`config.mk`:
```
export PLATFORM = sky130hd
export DESIGN_NAME = adc_output_config_registers
export DESIGN_NICKNAME = d
export VERILOG_FILES = /design/src/ser_word_receiver.v /design/src/word_pattern_gen.v /design/src/adc_output_config_registers.v
export VERILOG_INCLUDE_DIRS = /design/src
export SDC_FILE = /design/constraint.sdc
export NUM_CORES = 1
export LEC_CHECK = 0
export BUFFER_PORTS_ARGS = -buffer_cell sky130_fd_sc_hd__clkbuf_2
export CORE_ASPECT_RATIO = 1.25
export CORE_MARGIN = 5
export CORE_UTILIZATION = 30
export DETAILED_ROUTE_END_ITERATION = 12
export SETUP_SLACK_MARGIN = 0.02
export SLEW_MARGIN = 5
export SYNTH_ARGS = -nofsm -noshare
export SYNTH_HDL_FRONTEND = slang
export SYNTH_SLANG_ARGS = --single-unit
```
`constraint.sdc`:
```
create_clock -name clk -period 2.3 [get_ports clk]
set_input_delay 0.115 -clock clk [delete_from_list [all_inputs] [get_ports clk]]
set_output_delay 0.115 -clock clk [all_outputs]
set_load 0.1 [all_outputs]
```
`src/adc_cfg_defines.vh`:
```
`ifndef ADC_CFG_DEFINES_VH
`define ADC_CFG_DEFINES_VH

// ----------------------------------------------------------------
// Register addresses on the serial control port
// ----------------------------------------------------------------
`define ADDR_CODING_TEST 5'h00
`define ADDR_CLK_BUF 5'h04
`define ADDR_USER_LOW 5'h0b
`define ADDR_STEP_GAIN 5'h0c
`define ADDR_FRAMING 5'h0d

// ----------------------------------------------------------------
// Reset value and serial word layout
// ----------------------------------------------------------------
`define CFG_RESET 11'h000
`define SER_WORD_BITS 5'h10
`define SOFT_RESET_BIT 10

// ----------------------------------------------------------------
// Field positions
// ----------------------------------------------------------------
`define CODING_BIT 9
`define TEST_HI 7
`define TEST_LO 5
`define CLKBUF_HI 6
`define CLKBUF_LO 2
`define STEP_GAIN_HI 10
`define STEP_GAIN_LO 8
`define USER_TOP_BIT 0
`define FR_TWO_LANE 0
`define FR_SDR 1
`define FR_14X 2
`define FR_RISE_EDGE 4
`define FR_BOOST 5
`define FR_LSB_FIRST 6
`define FR_BIT_WISE 7
`define FR_OVERRIDE 10

// ----------------------------------------------------------------
// Output test selection codes
// ----------------------------------------------------------------
`define TEST_NORMAL 3'h0
`define TEST_ZEROS 3'h1
`define TEST_ONES 3'h2
`define TEST_TOGGLE 3'h3
`define TEST_UNUSED 3'h4
`define TEST_USER 3'h5
`define TEST_DESKEW 3'h6
`define TEST_SYNC 3'h7

// ----------------------------------------------------------------
// Pattern words
// ----------------------------------------------------------------
`define WORD_ZEROS 12'h000
`define WORD_ONES 12'hfff
`define WORD_TOGGLE_A 12'haaa
`define WORD_TOGGLE_B 12'h555
`define WORD_DESKEW 12'haaa
`define WORD_SYNC 12'hfc0

// ----------------------------------------------------------------
// Sample clock buffer gain codes
// ----------------------------------------------------------------
`define CLKBUF_MIN 5'h18
`define CLKBUF_DEF 5'h00
`define CLKBUF_G2 5'h0c
`define CLKBUF_G3 5'h0a
`define CLKBUF_G4 5'h09
`define CLKBUF_MAX 5'h08

`endif

```
`src/ser_word_receiver.v`:
```
`timescale 1ns/100ps
`include "adc_cfg_defines.vh"

// Collects 16-bit words from the serial control port, address first.
module ser_word_receiver (
    // Clock and reset
    input wire clk,
    input wire rst_n,
    // Serial control pins
    input wire sen_n,
    input wire sclk,
    input wire sdata,
    // Received word
    output reg [4:0] addr_q,
    output reg [10:0] data_q,
    output reg strobe_q
);

reg sclk_q;
reg [15:0] shift_q;
reg [4:0] count_q;
wire fall;

// Data is taken on the falling edge of the serial clock.
assign fall = sclk_q & ~sclk;

// Shift in bits while enabled; a word completes on its sixteenth bit.
always @(posedge clk) begin
    if (!rst_n) begin
        sclk_q <= 1'b0;
        shift_q <= 16'h0000;
        count_q <= 5'h00;
        addr_q <= 5'h00;
        data_q <= 11'h000;
        strobe_q <= 1'b0;
    end else begin
        sclk_q <= sclk;
        strobe_q <= 1'b0;
        if (sen_n) begin
            count_q <= 5'h00;
        end else if (fall) begin
            shift_q <= {shift_q[14:0], sdata};
            if (count_q == `SER_WORD_BITS - 5'h01) begin
                addr_q <= shift_q[14:10];
                data_q <= {shift_q[9:0], sdata};
                strobe_q <= 1'b1;
                count_q <= 5'h00;
            end else begin
                count_q <= count_q + 5'h01;
            end
        end
    end
end

endmodule // ser_word_receiver

```
`src/word_pattern_gen.v`:
```
`timescale 1ns/100ps
`include "adc_cfg_defines.vh"

// Builds one channel's transmit word from results or a test pattern.
module word_pattern_gen (
    // Clock and reset
    input wire clk,
    input wire rst_n,
    // Sample in
    input wire sample_valid,
    input wire [11:0] sample,
    // Settings
    input wire [2:0] test_sel,
    input wire straight_bin,
    input wire [11:0] user_word,
    input wire toggle_phase,
    input wire lsb_first,
    input wire two_lane,
    input wire bit_wise,
    // Word in transmit order
    output reg [11:0] word_q
);

reg [11:0] pick;
reg [11:0] ordered;
reg [11:0] word_d;
integer i;

// Chooses the source word and then applies bit order and lane split.
always @* begin
    case (test_sel)
        `TEST_ZEROS: pick = `WORD_ZEROS;
        `TEST_ONES: pick = `WORD_ONES;
        `TEST_TOGGLE: pick = toggle_phase ? `WORD_TOGGLE_B : `WORD_TOGGLE_A;
        `TEST_USER: pick = user_word;
        `TEST_DESKEW: pick = `WORD_DESKEW;
        `TEST_SYNC: pick = `WORD_SYNC;
        default: pick = {sample[11] ^ straight_bin, sample[10:0]};
    endcase
    ordered = pick;
    for (i = 0; i < 12; i = i + 1) begin
        if (lsb_first) begin
            ordered[11 - i] = pick[i];
        end
    end
    word_d = ordered;
    if (two_lane && bit_wise) begin
        for (i = 0; i < 6; i = i + 1) begin
            word_d[11 - i] = ordered[11 - 2 * i];
            word_d[5 - i] = ordered[10 - 2 * i];
        end
    end
end

// Registers the word once per sample.
always @(posedge clk) begin
    if (!rst_n) begin
        word_q <= 12'h000;
    end else if (sample_valid) begin
        word_q <= word_d;
    end
end

endmodule // word_pattern_gen

```
`src/adc_output_config_registers.v`:
```
`timescale 1ns/100ps
`include "adc_cfg_defines.vh"

module adc_output_config_registers (
    // Clock and hardware reset
    input wire clk,
    input wire rst_n,
    // Serial control port
    input wire sen_n,
    input wire sclk,
    input wire sdata,
    // Parallel strap pins for the framing functions
    input wire strap_two_lane,
    input wire strap_sdr,
    input wire strap_14x,
    input wire strap_rise_edge,
    input wire strap_boost,
    input wire strap_lsb_first,
    input wire strap_bit_wise,
    // Conversion results, one sample per valid
    input wire sample_valid,
    input wire [11:0] conv_a,
    input wire [11:0] conv_b,
    input wire [11:0] conv_c,
    input wire [11:0] conv_d,
    // Analog settings
    output reg [4:0] clk_buf_code_q,
    output reg [2:0] clk_buf_step_q,
    output reg [2:0] step_gain_q,
    output reg boost_q,
    // Effective framing
    output reg two_lane_q,
    output reg sdr_clk_q,
    output reg ser_14x_q,
    output reg rise_capture_q,
    output reg launch_rising_q,
    output reg lsb_first_q,
    output reg bit_wise_q,
    // Transmit words in send order
    output wire [11:0] word_a_q,
    output wire [11:0] word_b_q,
    output wire [11:0] word_c_q,
    output wire [11:0] word_d_q,
    output reg word_valid_q
);

// ----------------------------------------------------------------
// Functions
// ----------------------------------------------------------------

// Maps a clock buffer gain code to its step, 0 lowest to 5 highest.
// Codes outside the table are taken as the default step.
function [2:0] clk_buf_step;
    input [4:0] code;
    begin
        case (code)
            `CLKBUF_MIN: clk_buf_step = 3'h0;
            `CLKBUF_DEF: clk_buf_step = 3'h1;
            `CLKBUF_G2: clk_buf_step = 3'h2;
            `CLKBUF_G3: clk_buf_step = 3'h3;
            `CLKBUF_G4: clk_buf_step = 3'h4;
            `CLKBUF_MAX: clk_buf_step = 3'h5;
            default: clk_buf_step = 3'h1;
        endcase
    end
endfunction

// Chooses a register framing bit or its strap pin.
// Used for every framing function so that all switch source together.
function pick_frame;
    input override;
    input reg_bit;
    input pin_bit;
    begin
        pick_frame = override ? reg_bit : pin_bit;
    end
endfunction

// ----------------------------------------------------------------
// Serial control port
// ----------------------------------------------------------------

// The receiver hands over one address and data pair per completed word.
// A word cut short by the enable rising is dropped there, never here.
wire [4:0] wr_addr;
wire [10:0] wr_data;
wire wr_strobe;

ser_word_receiver u_rx (
    .clk(clk),
    .rst_n(rst_n),
    .sen_n(sen_n),
    .sclk(sclk),
    .sdata(sdata),
    .addr_q(wr_addr),
    .data_q(wr_data),
    .strobe_q(wr_strobe)
);

// ----------------------------------------------------------------
// Configuration registers
// ----------------------------------------------------------------

// Only five addresses are mapped; a word to any other is ignored.
// Every register clears on either reset.
reg [10:0] coding_and_test_select_q;
reg [10:0] clock_input_buffer_level_q;
reg [10:0] user_word_low_bits_q;
reg [10:0] step_gain_and_user_top_bit_q;
reg [10:0] output_framing_control_q;
wire soft_reset;

// A write to the first register with the reset bit set clears all.
// The other bits of that word are dropped, as the clear covers them.
assign soft_reset = wr_strobe && (wr_addr == `ADDR_CODING_TEST)
    && wr_data[`SOFT_RESET_BIT];

// Whole-word writes; several fields of one register change at once.
// The reset bit is never stored, so it reads back as zero.
// Hardware reset and software reset share one clear path.
always @(posedge clk) begin
    if (!rst_n || soft_reset) begin
        coding_and_test_select_q <= `CFG_RESET;
        clock_input_buffer_level_q <= `CFG_RESET;
        user_word_low_bits_q <= `CFG_RESET;
        step_gain_and_user_top_bit_q <= `CFG_RESET;
        output_framing_control_q <= `CFG_RESET;
    end else if (wr_strobe) begin
        case (wr_addr)
            `ADDR_CODING_TEST: begin
                coding_and_test_select_q <= {1'b0, wr_data[9:0]};
            end
            `ADDR_CLK_BUF: begin
                clock_input_buffer_level_q <= wr_data;
            end
            `ADDR_USER_LOW: begin
                user_word_low_bits_q <= wr_data;
            end
            `ADDR_STEP_GAIN: begin
                step_gain_and_user_top_bit_q <= wr_data;
            end
            `ADDR_FRAMING: begin
                output_framing_control_q <= wr_data;
            end
            default: begin
                // Unmapped address: every register keeps its contents.
                coding_and_test_select_q <= coding_and_test_select_q;
            end
        endcase
    end
end

// ----------------------------------------------------------------
// Field decode
// ----------------------------------------------------------------

wire [2:0] test_sel;
wire straight_bin;
wire [11:0] user_word;
wire override;
wire [10:0] fr;

// Reserved code 100 is passed on; the builders send normal data for it.
// Test selection and coding, shared by all channels.
assign test_sel = coding_and_test_select_q[`TEST_HI:`TEST_LO];
assign straight_bin = coding_and_test_select_q[`CODING_BIT];

// The user word joins bit 0 of 0C, as its top bit, to the eleven bits of 0B.
assign user_word = {step_gain_and_user_top_bit_q[`USER_TOP_BIT],
    user_word_low_bits_q};

// Framing register and its override bit.
assign fr = output_framing_control_q;
assign override = fr[`FR_OVERRIDE];

// ----------------------------------------------------------------
// Effective settings
// ----------------------------------------------------------------

reg two_lane_d;
reg sdr_d;
reg rise_d;
reg x14_d;
reg boost_d;
reg lsb_first_d;
reg bit_wise_d;
reg [4:0] clk_buf_code_d;

// Framing follows the strap pins unless the override bit is set.
// Single-rate clock only exists with two lanes, and the capture
// edge only matters with a single-rate clock.
// All framing functions switch source together on the override bit.
always @* begin
    two_lane_d = pick_frame(override, fr[`FR_TWO_LANE], strap_two_lane);
    sdr_d = two_lane_d
        && pick_frame(override, fr[`FR_SDR], strap_sdr);
    rise_d = pick_frame(override, fr[`FR_RISE_EDGE], strap_rise_edge);
    x14_d = pick_frame(override, fr[`FR_14X], strap_14x);
    boost_d = pick_frame(override, fr[`FR_BOOST], strap_boost);
    lsb_first_d = pick_frame(override, fr[`FR_LSB_FIRST], strap_lsb_first);
    bit_wise_d = two_lane_d
        && pick_frame(override, fr[`FR_BIT_WISE], strap_bit_wise);
    clk_buf_code_d = clock_input_buffer_level_q[`CLKBUF_HI:`CLKBUF_LO];
end

// Registers every setting so each output leaves a flip-flop.
// Reset values match what the cleared registers decode to with all strap pins low.
always @(posedge clk) begin
    if (!rst_n) begin
        clk_buf_code_q <= `CLKBUF_DEF;
        clk_buf_step_q <= 3'h1;
        step_gain_q <= 3'h0;
        boost_q <= 1'b0;
        two_lane_q <= 1'b0;
        sdr_clk_q <= 1'b0;
        ser_14x_q <= 1'b0;
        rise_capture_q <= 1'b0;
        launch_rising_q <= 1'b0;
        lsb_first_q <= 1'b0;
        bit_wise_q <= 1'b0;
    end else begin
        clk_buf_code_q <= clk_buf_code_d;
        clk_buf_step_q <= clk_buf_step(clk_buf_code_d);
        step_gain_q <= step_gain_and_user_top_bit_q[`STEP_GAIN_HI:`STEP_GAIN_LO];
        boost_q <= boost_d;
        two_lane_q <= two_lane_d;
        sdr_clk_q <= sdr_d;
        ser_14x_q <= x14_d;
        rise_capture_q <= sdr_d && rise_d;
        // Data changes on the edge opposite the one the receiver uses.
        launch_rising_q <= sdr_d && !rise_d;
        lsb_first_q <= lsb_first_d;
        bit_wise_q <= bit_wise_d;
    end
end

// ----------------------------------------------------------------
// Toggle pattern phase and word valid
// ----------------------------------------------------------------

reg toggle_q;

// The toggle word alternates on each sample; valid follows sample.
// Only the hardware reset restarts the toggle; the software reset does not.
always @(posedge clk) begin
    if (!rst_n) begin
        toggle_q <= 1'b0;
        word_valid_q <= 1'b0;
    end else begin
        word_valid_q <= sample_valid;
        if (sample_valid) begin
            toggle_q <= ~toggle_q;
        end
    end
end

// ----------------------------------------------------------------
// Channel word builders
// ----------------------------------------------------------------

// One builder per channel, all fed the same settings.
// Sharing the settings keeps the four channels in step in every mode.
word_pattern_gen u_gen_a (
    .clk(clk),
    .rst_n(rst_n),
    .sample_valid(sample_valid),
    .sample(conv_a),
    .test_sel(test_sel),
    .straight_bin(straight_bin),
    .user_word(user_word),
    .toggle_phase(toggle_q),
    .lsb_first(lsb_first_q),
    .two_lane(two_lane_q),
    .bit_wise(bit_wise_q),
    .word_q(word_a_q)
);

// Channel B.
word_pattern_gen u_gen_b (
    .clk(clk),
    .rst_n(rst_n),
    .sample_valid(sample_valid),
    .sample(conv_b),
    .test_sel(test_sel),
    .straight_bin(straight_bin),
    .user_word(user_word),
    .toggle_phase(toggle_q),
    .lsb_first(lsb_first_q),
    .two_lane(two_lane_q),
    .bit_wise(bit_wise_q),
    .word_q(word_b_q)
);

// Channel C.
word_pattern_gen u_gen_c (
    .clk(clk),
    .rst_n(rst_n),
    .sample_valid(sample_valid),
    .sample(conv_c),
    .test_sel(test_sel),
    .straight_bin(straight_bin),
    .user_word(user_word),
    .toggle_phase(toggle_q),
    .lsb_first(lsb_first_q),
    .two_lane(two_lane_q),
    .bit_wise(bit_wise_q),
    .word_q(word_c_q)
);

// Channel D.
word_pattern_gen u_gen_d (
    .clk(clk),
    .rst_n(rst_n),
    .sample_valid(sample_valid),
    .sample(conv_d),
    .test_sel(test_sel),
    .straight_bin(straight_bin),
    .user_word(user_word),
    .toggle_phase(toggle_q),
    .lsb_first(lsb_first_q),
    .two_lane(two_lane_q),
    .bit_wise(bit_wise_q),
    .word_q(word_d_q)
);

endmodule // adc_output_config_registers

```
---- Yosys cells after proc, flatten, opt, wreduce, memory -nomap -nowiden ----
Index checks and enable logic that the tools add are counted.
storage, ports and cells
  output and inout port bits .............. 68
  input bits .............................. 61
  bits in registers ....................... 157
  word-level logic and storage cells ...... 142
operators by class
  muxes and demuxes ....................... 67
  reduce and logical (&&, ||, !) cells .... 20
  $add $sub $neg .......................... 1
  bitwise logic cells ..................... 10
  eq/ne operators ......................... 16
operator list
  kind                                                              number
  12-bit case mux with 6 select lines                               4
  1-bit 2-to-1 mux                                                  56
  11-bit 2-to-1 mux                                                 4
  5-bit by 4-bit == test with 1-bit output (second input constant)  8
  3-bit case mux with 5 select lines                                1
  12-bit 2-to-1 mux                                                 1
  2-bit AND reduction                                               6
  3-bit == test (second input constant)                             3
  1-bit logical AND                                                 7
  3-bit by 2-bit == test with 1-bit output (second input constant)  2
  5-bit by 1-bit adder with 5-bit output (second input constant)    1
  5-bit by 3-bit == test with 1-bit output (second input constant)  1
  5-bit == test (second input constant)                             1
  5-bit logical NOT                                                 1
  5-bit 2-to-1 mux                                                  1
  1-bit inverter                                                    5
  1-bit XOR                                                         4
  3-bit by 1-bit == test with 1-bit output (second input constant)  1
  3-bit AND reduction                                               1
  3-bit OR reduction                                                1
  1-bit logical NOT                                                 2
  2-bit OR reduction                                                1
  1-bit bitwise AND                                                 1
  1-bit logical OR                                                  1

---- Depth between registers and ports, before layout ----
  word-level depth ........................ 4
  gate-level depth with buffers ........... 8
  gate-level depth less buffers ........... 5

---- Modules after synthesis ----
From an unflattened synthesis, not the netlist that was laid out.
unflattened totals
  cells, all modules ...................... 881
  area total of the unflattened synthesis .. 7532.2 um^2
modules (own cells, without submodules)
  module                       area each (um^2)  cells an instance  seq. area each (um^2)  times used
  word_pattern_gen             994.7             125                240.2                  4
  adc_output_config_registers  2045.7            214                1061.0                 1
  ser_word_receiver            1507.7            167                760.7                  1

---- Least setup slack after synthesis ----
No wires, ideal clock.
  kind .................................... flip-flop to flip-flop
  start point ............................. register lsb_first_q
  end point ............................... register u_gen_b.word_q[10]
  clock period less this slack ............ 2.530 ns
  setup slack ............................. -0.230 ns
  stages on the path, launching flop included .. 7
  data required time ...................... 2.178 ns
  setup time .............................. 0.122 ns
  arrival ................................. 2.408 ns
  path buffers ............................ 1
  path through ............................ dfxtp_1 -> buf_2 -> inv_2 -> a221o_1 -> a21o_1 -> and3_1 -> a221o_1
between the ends
  cells in the longest elaborated chain, start to end .. 2
  elaborated cells on any way between the ends .. 3
  those cells by class .................... 3 x mux
ends and longest elaborated chain
  item                    RTL line                           RTL
  from (decl)             adc_output_config_registers.v:37   output reg lsb_first_q,
  from (signal assigned)  adc_output_config_registers.v:232  lsb_first_q <= lsb_first_d;
  1-bit 2-to-1 mux        word_pattern_gen.v:42              if (lsb_first) begin
  11-bit 2-to-1 mux *     word_pattern_gen.v:47              if (two_lane && bit_wise) begin
  to (signal assigned)    word_pattern_gen.v:60              word_q <= word_d;
  to (decl)               word_pattern_gen.v:21              output reg [11:0] word_q
Mark *: on every way between the ends. The rest lies on a longest branch, timed or not.
A chain may end at the register's enable or synchronous reset.

---- Worst setup path in the final report ----
  start point ............................. register coding_and_test_select_q[5]
  end point ............................... register u_gen_a.word_q[9]
between the ends
  cells in the longest elaborated chain, start to end .. 4
  elaborated cells on any way between the ends .. 10
  those cells by class .................... 6 x eq/ne; 4 x mux
ends and longest elaborated chain
  item                                   RTL line                           RTL
  from (decl)                            adc_output_config_registers.v:106  reg [10:0] coding_and_test_select_q;
  from (signal assigned)                 adc_output_config_registers.v:123  coding_and_test_select_q <= `CFG_RESET;
  from (signal assigned)                 adc_output_config_registers.v:131  coding_and_test_select_q <= {1'b0, wr_data[9:0]};
  from (signal assigned)                 adc_output_config_registers.v:147  coding_and_test_select_q <= coding_and_test_select_q;
  3-bit == test (tied with other cells)  word_pattern_gen.v:31              case (test_sel)
  12-bit case mux with 6 select lines *  word_pattern_gen.v:31
  1-bit 2-to-1 mux                       word_pattern_gen.v:42
  11-bit 2-to-1 mux *                    word_pattern_gen.v:47
  to (signal assigned)                   word_pattern_gen.v:60
  to (decl)                              word_pattern_gen.v:21
Marks and branches as above.

==> flow_metrics.tcl <==
set metrics [dict create \
    status "finished clean" \
    grt_max_degree 82 \
    cts_buffers 17 \
    syn_to_final_growth_pct 25.3 \
    clock_latency_ns 0.42 \
    wl_mm 19.2 \
    die_h_um 173 \
    peakVddDrop_uv 447 \
    endpoint_kind "register" \
    n_antenna_cell 0 \
    setup_viol 0 \
    synth_largest_area_cell "dfxtp_1" \
    cts.sinks 139 \
    clock-skew-final_ns 0.00802 \
    hpwlAfterDp_mm 14.3 \
    holdWs_ns 0.0241 \
    viasPerCell 5.19 \
    drive_above_1_share_pct 25.4 \
    startpoint "coding_and_test_select_q[5]" \
    hold_viol 0 \
    fillers 2130 \
    endpoint "u_gen_a.word_q[9]" \
    synth_top_area_share_pct 43.5 \
    drt-wirelength-per-cell_um 17.0 \
    async_flop_share_pct 0 \
    initial_core_util_pct 30.6 \
    synth_area_per_cell_um2 9.11 \
    max_freq_mhz 470 \
    netlist_top_cells_count "139 x dfxtp_1, 92 x nand2_1, 54 x mux2i_1, 45 x nor2_1, 34 x clkbuf_1" \
    cts-root-buf "clkbuf_16" \
    cpPeakStageDelay_ns 0.56 \
    critPathRequiredTime_ns 2.60 \
    r2r_end "u_gen_a.word_q[9]" \
    grt-ovfl-total 0 \
    pin_count 129 \
    reg2reg_depth 5 \
    core_um2 20900 \
    die_w_um 141 \
    worst_slew_pin_slew_ns 1.09 \
    path_cells "nand2b_1 > a21oi_2 > nand2_1 > o221a_2 > a221o_1" \
    timing.final.crit_share_pct 92.5 \
    synthFlopType "dfxtp_1" \
    final_area_um2 8020 \
    final_nets 900 \
    drtPass1Iterations 7 \
    grt_usage_pct 15.4 \
    post-route-min-period_ns 2.13 \
    synth_edf_count 0 \
    yosysMostFrequentCell "dfxtp_1" \
    synth.cell_area_um2 6400 \
    cp.arrival_ns 2.43 \
    rows 59 \
    synthCells 702 \
    drtIter0Drc 394 \
    antenna_found_initial 0 \
    ctsLongestPathBuffers 2 \
    route.detailed.drc 0 \
    setup_tns_ns 0 \
    path_max_fanout 14 \
    leakagePower_nw 3.28 \
    grt_pass1_vias 5468 \
    p_per_area_nw_per_um2 749 \
    placed_cell_area_um2 7400 \
    synth-seq-area-share_pct 43.5 \
    critPathKind "register to register" \
    clk_pin_slew_ns 0.06 \
    die_area_um2 24400 \
    rsz0062_at_grt "no" \
    cts_tree "yes" \
    ys_types 61 \
    cts_max_level 4 \
    yosys_warnings 0 \
    num_vias 5834 \
    grt_pass1_wl_mm 29.7 \
    synth.ff_latch_count 139 \
    synth.area.top_cells "dfxtp_1 43%, mux2i_1 8.4%, nand2_1 5.4%" \
    slew_viol_final 0 \
    hold_path.class "input pin to register" \
    syn_nets 764 \
    detail-route-antenna-nets 0 \
    gp_congestion 0.896 \
    worstReg2RegStart "coding_and_test_select_q[5]" \
    maxSlewHeadroom_pct 27.2 \
    io_buffers 128 \
    ff2ff_setup_slack_ns 0.17 \
    critPathSlowestCell "dfxtp_1" \
    hold_start "conv_c[2]" \
    max-cap-violations 0 \
    startpoint_type "register" \
    hold_path_depth 3 \
]
## stage by stage
step | utilization, % | total power, mW | setup slack, ns | cells
2_1_floorplan | - | 3.35 | 0.142 | 702
3_3_place_gp | 35.4 | 3.60 | 0.220 | 1084
3_5_place_dp | 35.4 | 3.60 | 0.219 | 1084
4_1_cts | 38.4 | 6.08 | 0.186 | 1124
5_1_grt | 38.4 | 6.23 | 0.0202 | 1124
6_report | 38.4 | 6.00 | 0.171 | 1124
## state kept, by name, summed over array words and instances, names as in the netlist, 4 cells and up
signal                        count
u_rx.shift_q                     15
u_gen_a.word_q                   12
u_gen_b.word_q                   12
u_gen_c.word_q                   12
u_gen_d.word_q                   12
u_rx.data_q                      11
user_word_low_bits_q             11
fr                                8
clk_buf_code_q                    5
clock_input_buffer_level_q        5
u_rx.addr_q                       5
u_rx.count_q                      5
coding_and_test_select_q          4
step_gain_and_user_top_bit_q      4
## critical path: cells and delay by family, from the launching register on
kind / cells / cell delay, ns
AO/OA/AOI/OAI: 3 / 0.90
flip-flops: 1 / 0.56
AND/OR/NAND/NOR: 2 / 0.54
## power by group
| group | internal, mW | total [mW] | switching, mW |
|---|---|---|---|
| logic | 0.240 | 1.03 | 0.788 |
| clock network | 1.39 | 2.44 | 1.05 |
| registers | 2.48 | 2.53 | 0.0493 |
## worst min path at each step
stage | endpoint | slack, ns
finish | u_gen_c.word_q[2] | 0.02
global route | u_gen_c.word_q[2] | 0.003
CTS | u_gen_c.word_q[2] | 0.002
detailed placement | u_rx.sclk_q | 0.36
global placement | u_rx.sclk_q | 0.35
floorplan | u_rx.sclk_q | 0.24
## placed cells by master (no fill, tap or decap), types with 6 or more instances in the layout
cell type and instances:
nand3_1 31, o21ai_0 27, a211oi_1 7, or3_1 11, o22a_1 17, nor2_1 45, nor2b_1 17, a21boi_0 31
a31oi_1 32, buf_4 30, a221o_1 18, a21o_1 7, o22ai_1 7, nor3b_1 6, o221ai_1 12, clkbuf_16 17
dlygate4sd3_1 9, dfxtp_1 136, nand2_1 92, clkbuf_2 128, and2_1 10, mux2i_1 54, nor3_1 6, xor2_1 7
## layout make-up
type | instances | area (um2) | share of cell area (%)
multi-input combinational | 508 | 3380 | 42.1
sequential | 139 | 2790 | 34.7
timing repair buffer | 168 | 976 | 12.2
clock buffer | 20 | 447 | 5.57
tap | 274 | 343 | 4.28
clock inverter | 11 | 73.8 | 0.921
inverter | 4 | 15.0 | 0.187
## cell families (layout without fill, tap and decap cells)
kind of cell             count (synthesis)  in the layout  synth area share [%]
AND/OR/NAND/NOR                        247            247                  19.0
AO/OA/AOI/OAI                          197            197                  23.8
flip-flops                             139            139                  43.5
multiplexers                            55             55                  8.62
buffers and inverters                   55            203                  3.79
XOR/XNOR                                 8              8                  1.10
adder cells (fa/ha/maj)                  1              1                 0.196
## layer usage
metal | share of wire (%) | GRT usage [%] | vias up
met5 | 0 | 0 | -
met4 | 2.6 | 6.46 | 0
met3 | 6.3 | 3.84 | 38
met2 | 50 | 26.5 | 229
met1 | 41 | 18.1 | 2684
li1 | - | - | 2883
## what timing repair did
item / CTS / global route
endpoints found under the setup margin: 0 / 4
hold buffers: 9 / 0
setup buffers: 0 / 0
endpoints found under the hold margin: 10 / 0
resized for setup: 0 / 1
No activity file was read; power rests on OpenSTA's default activity.
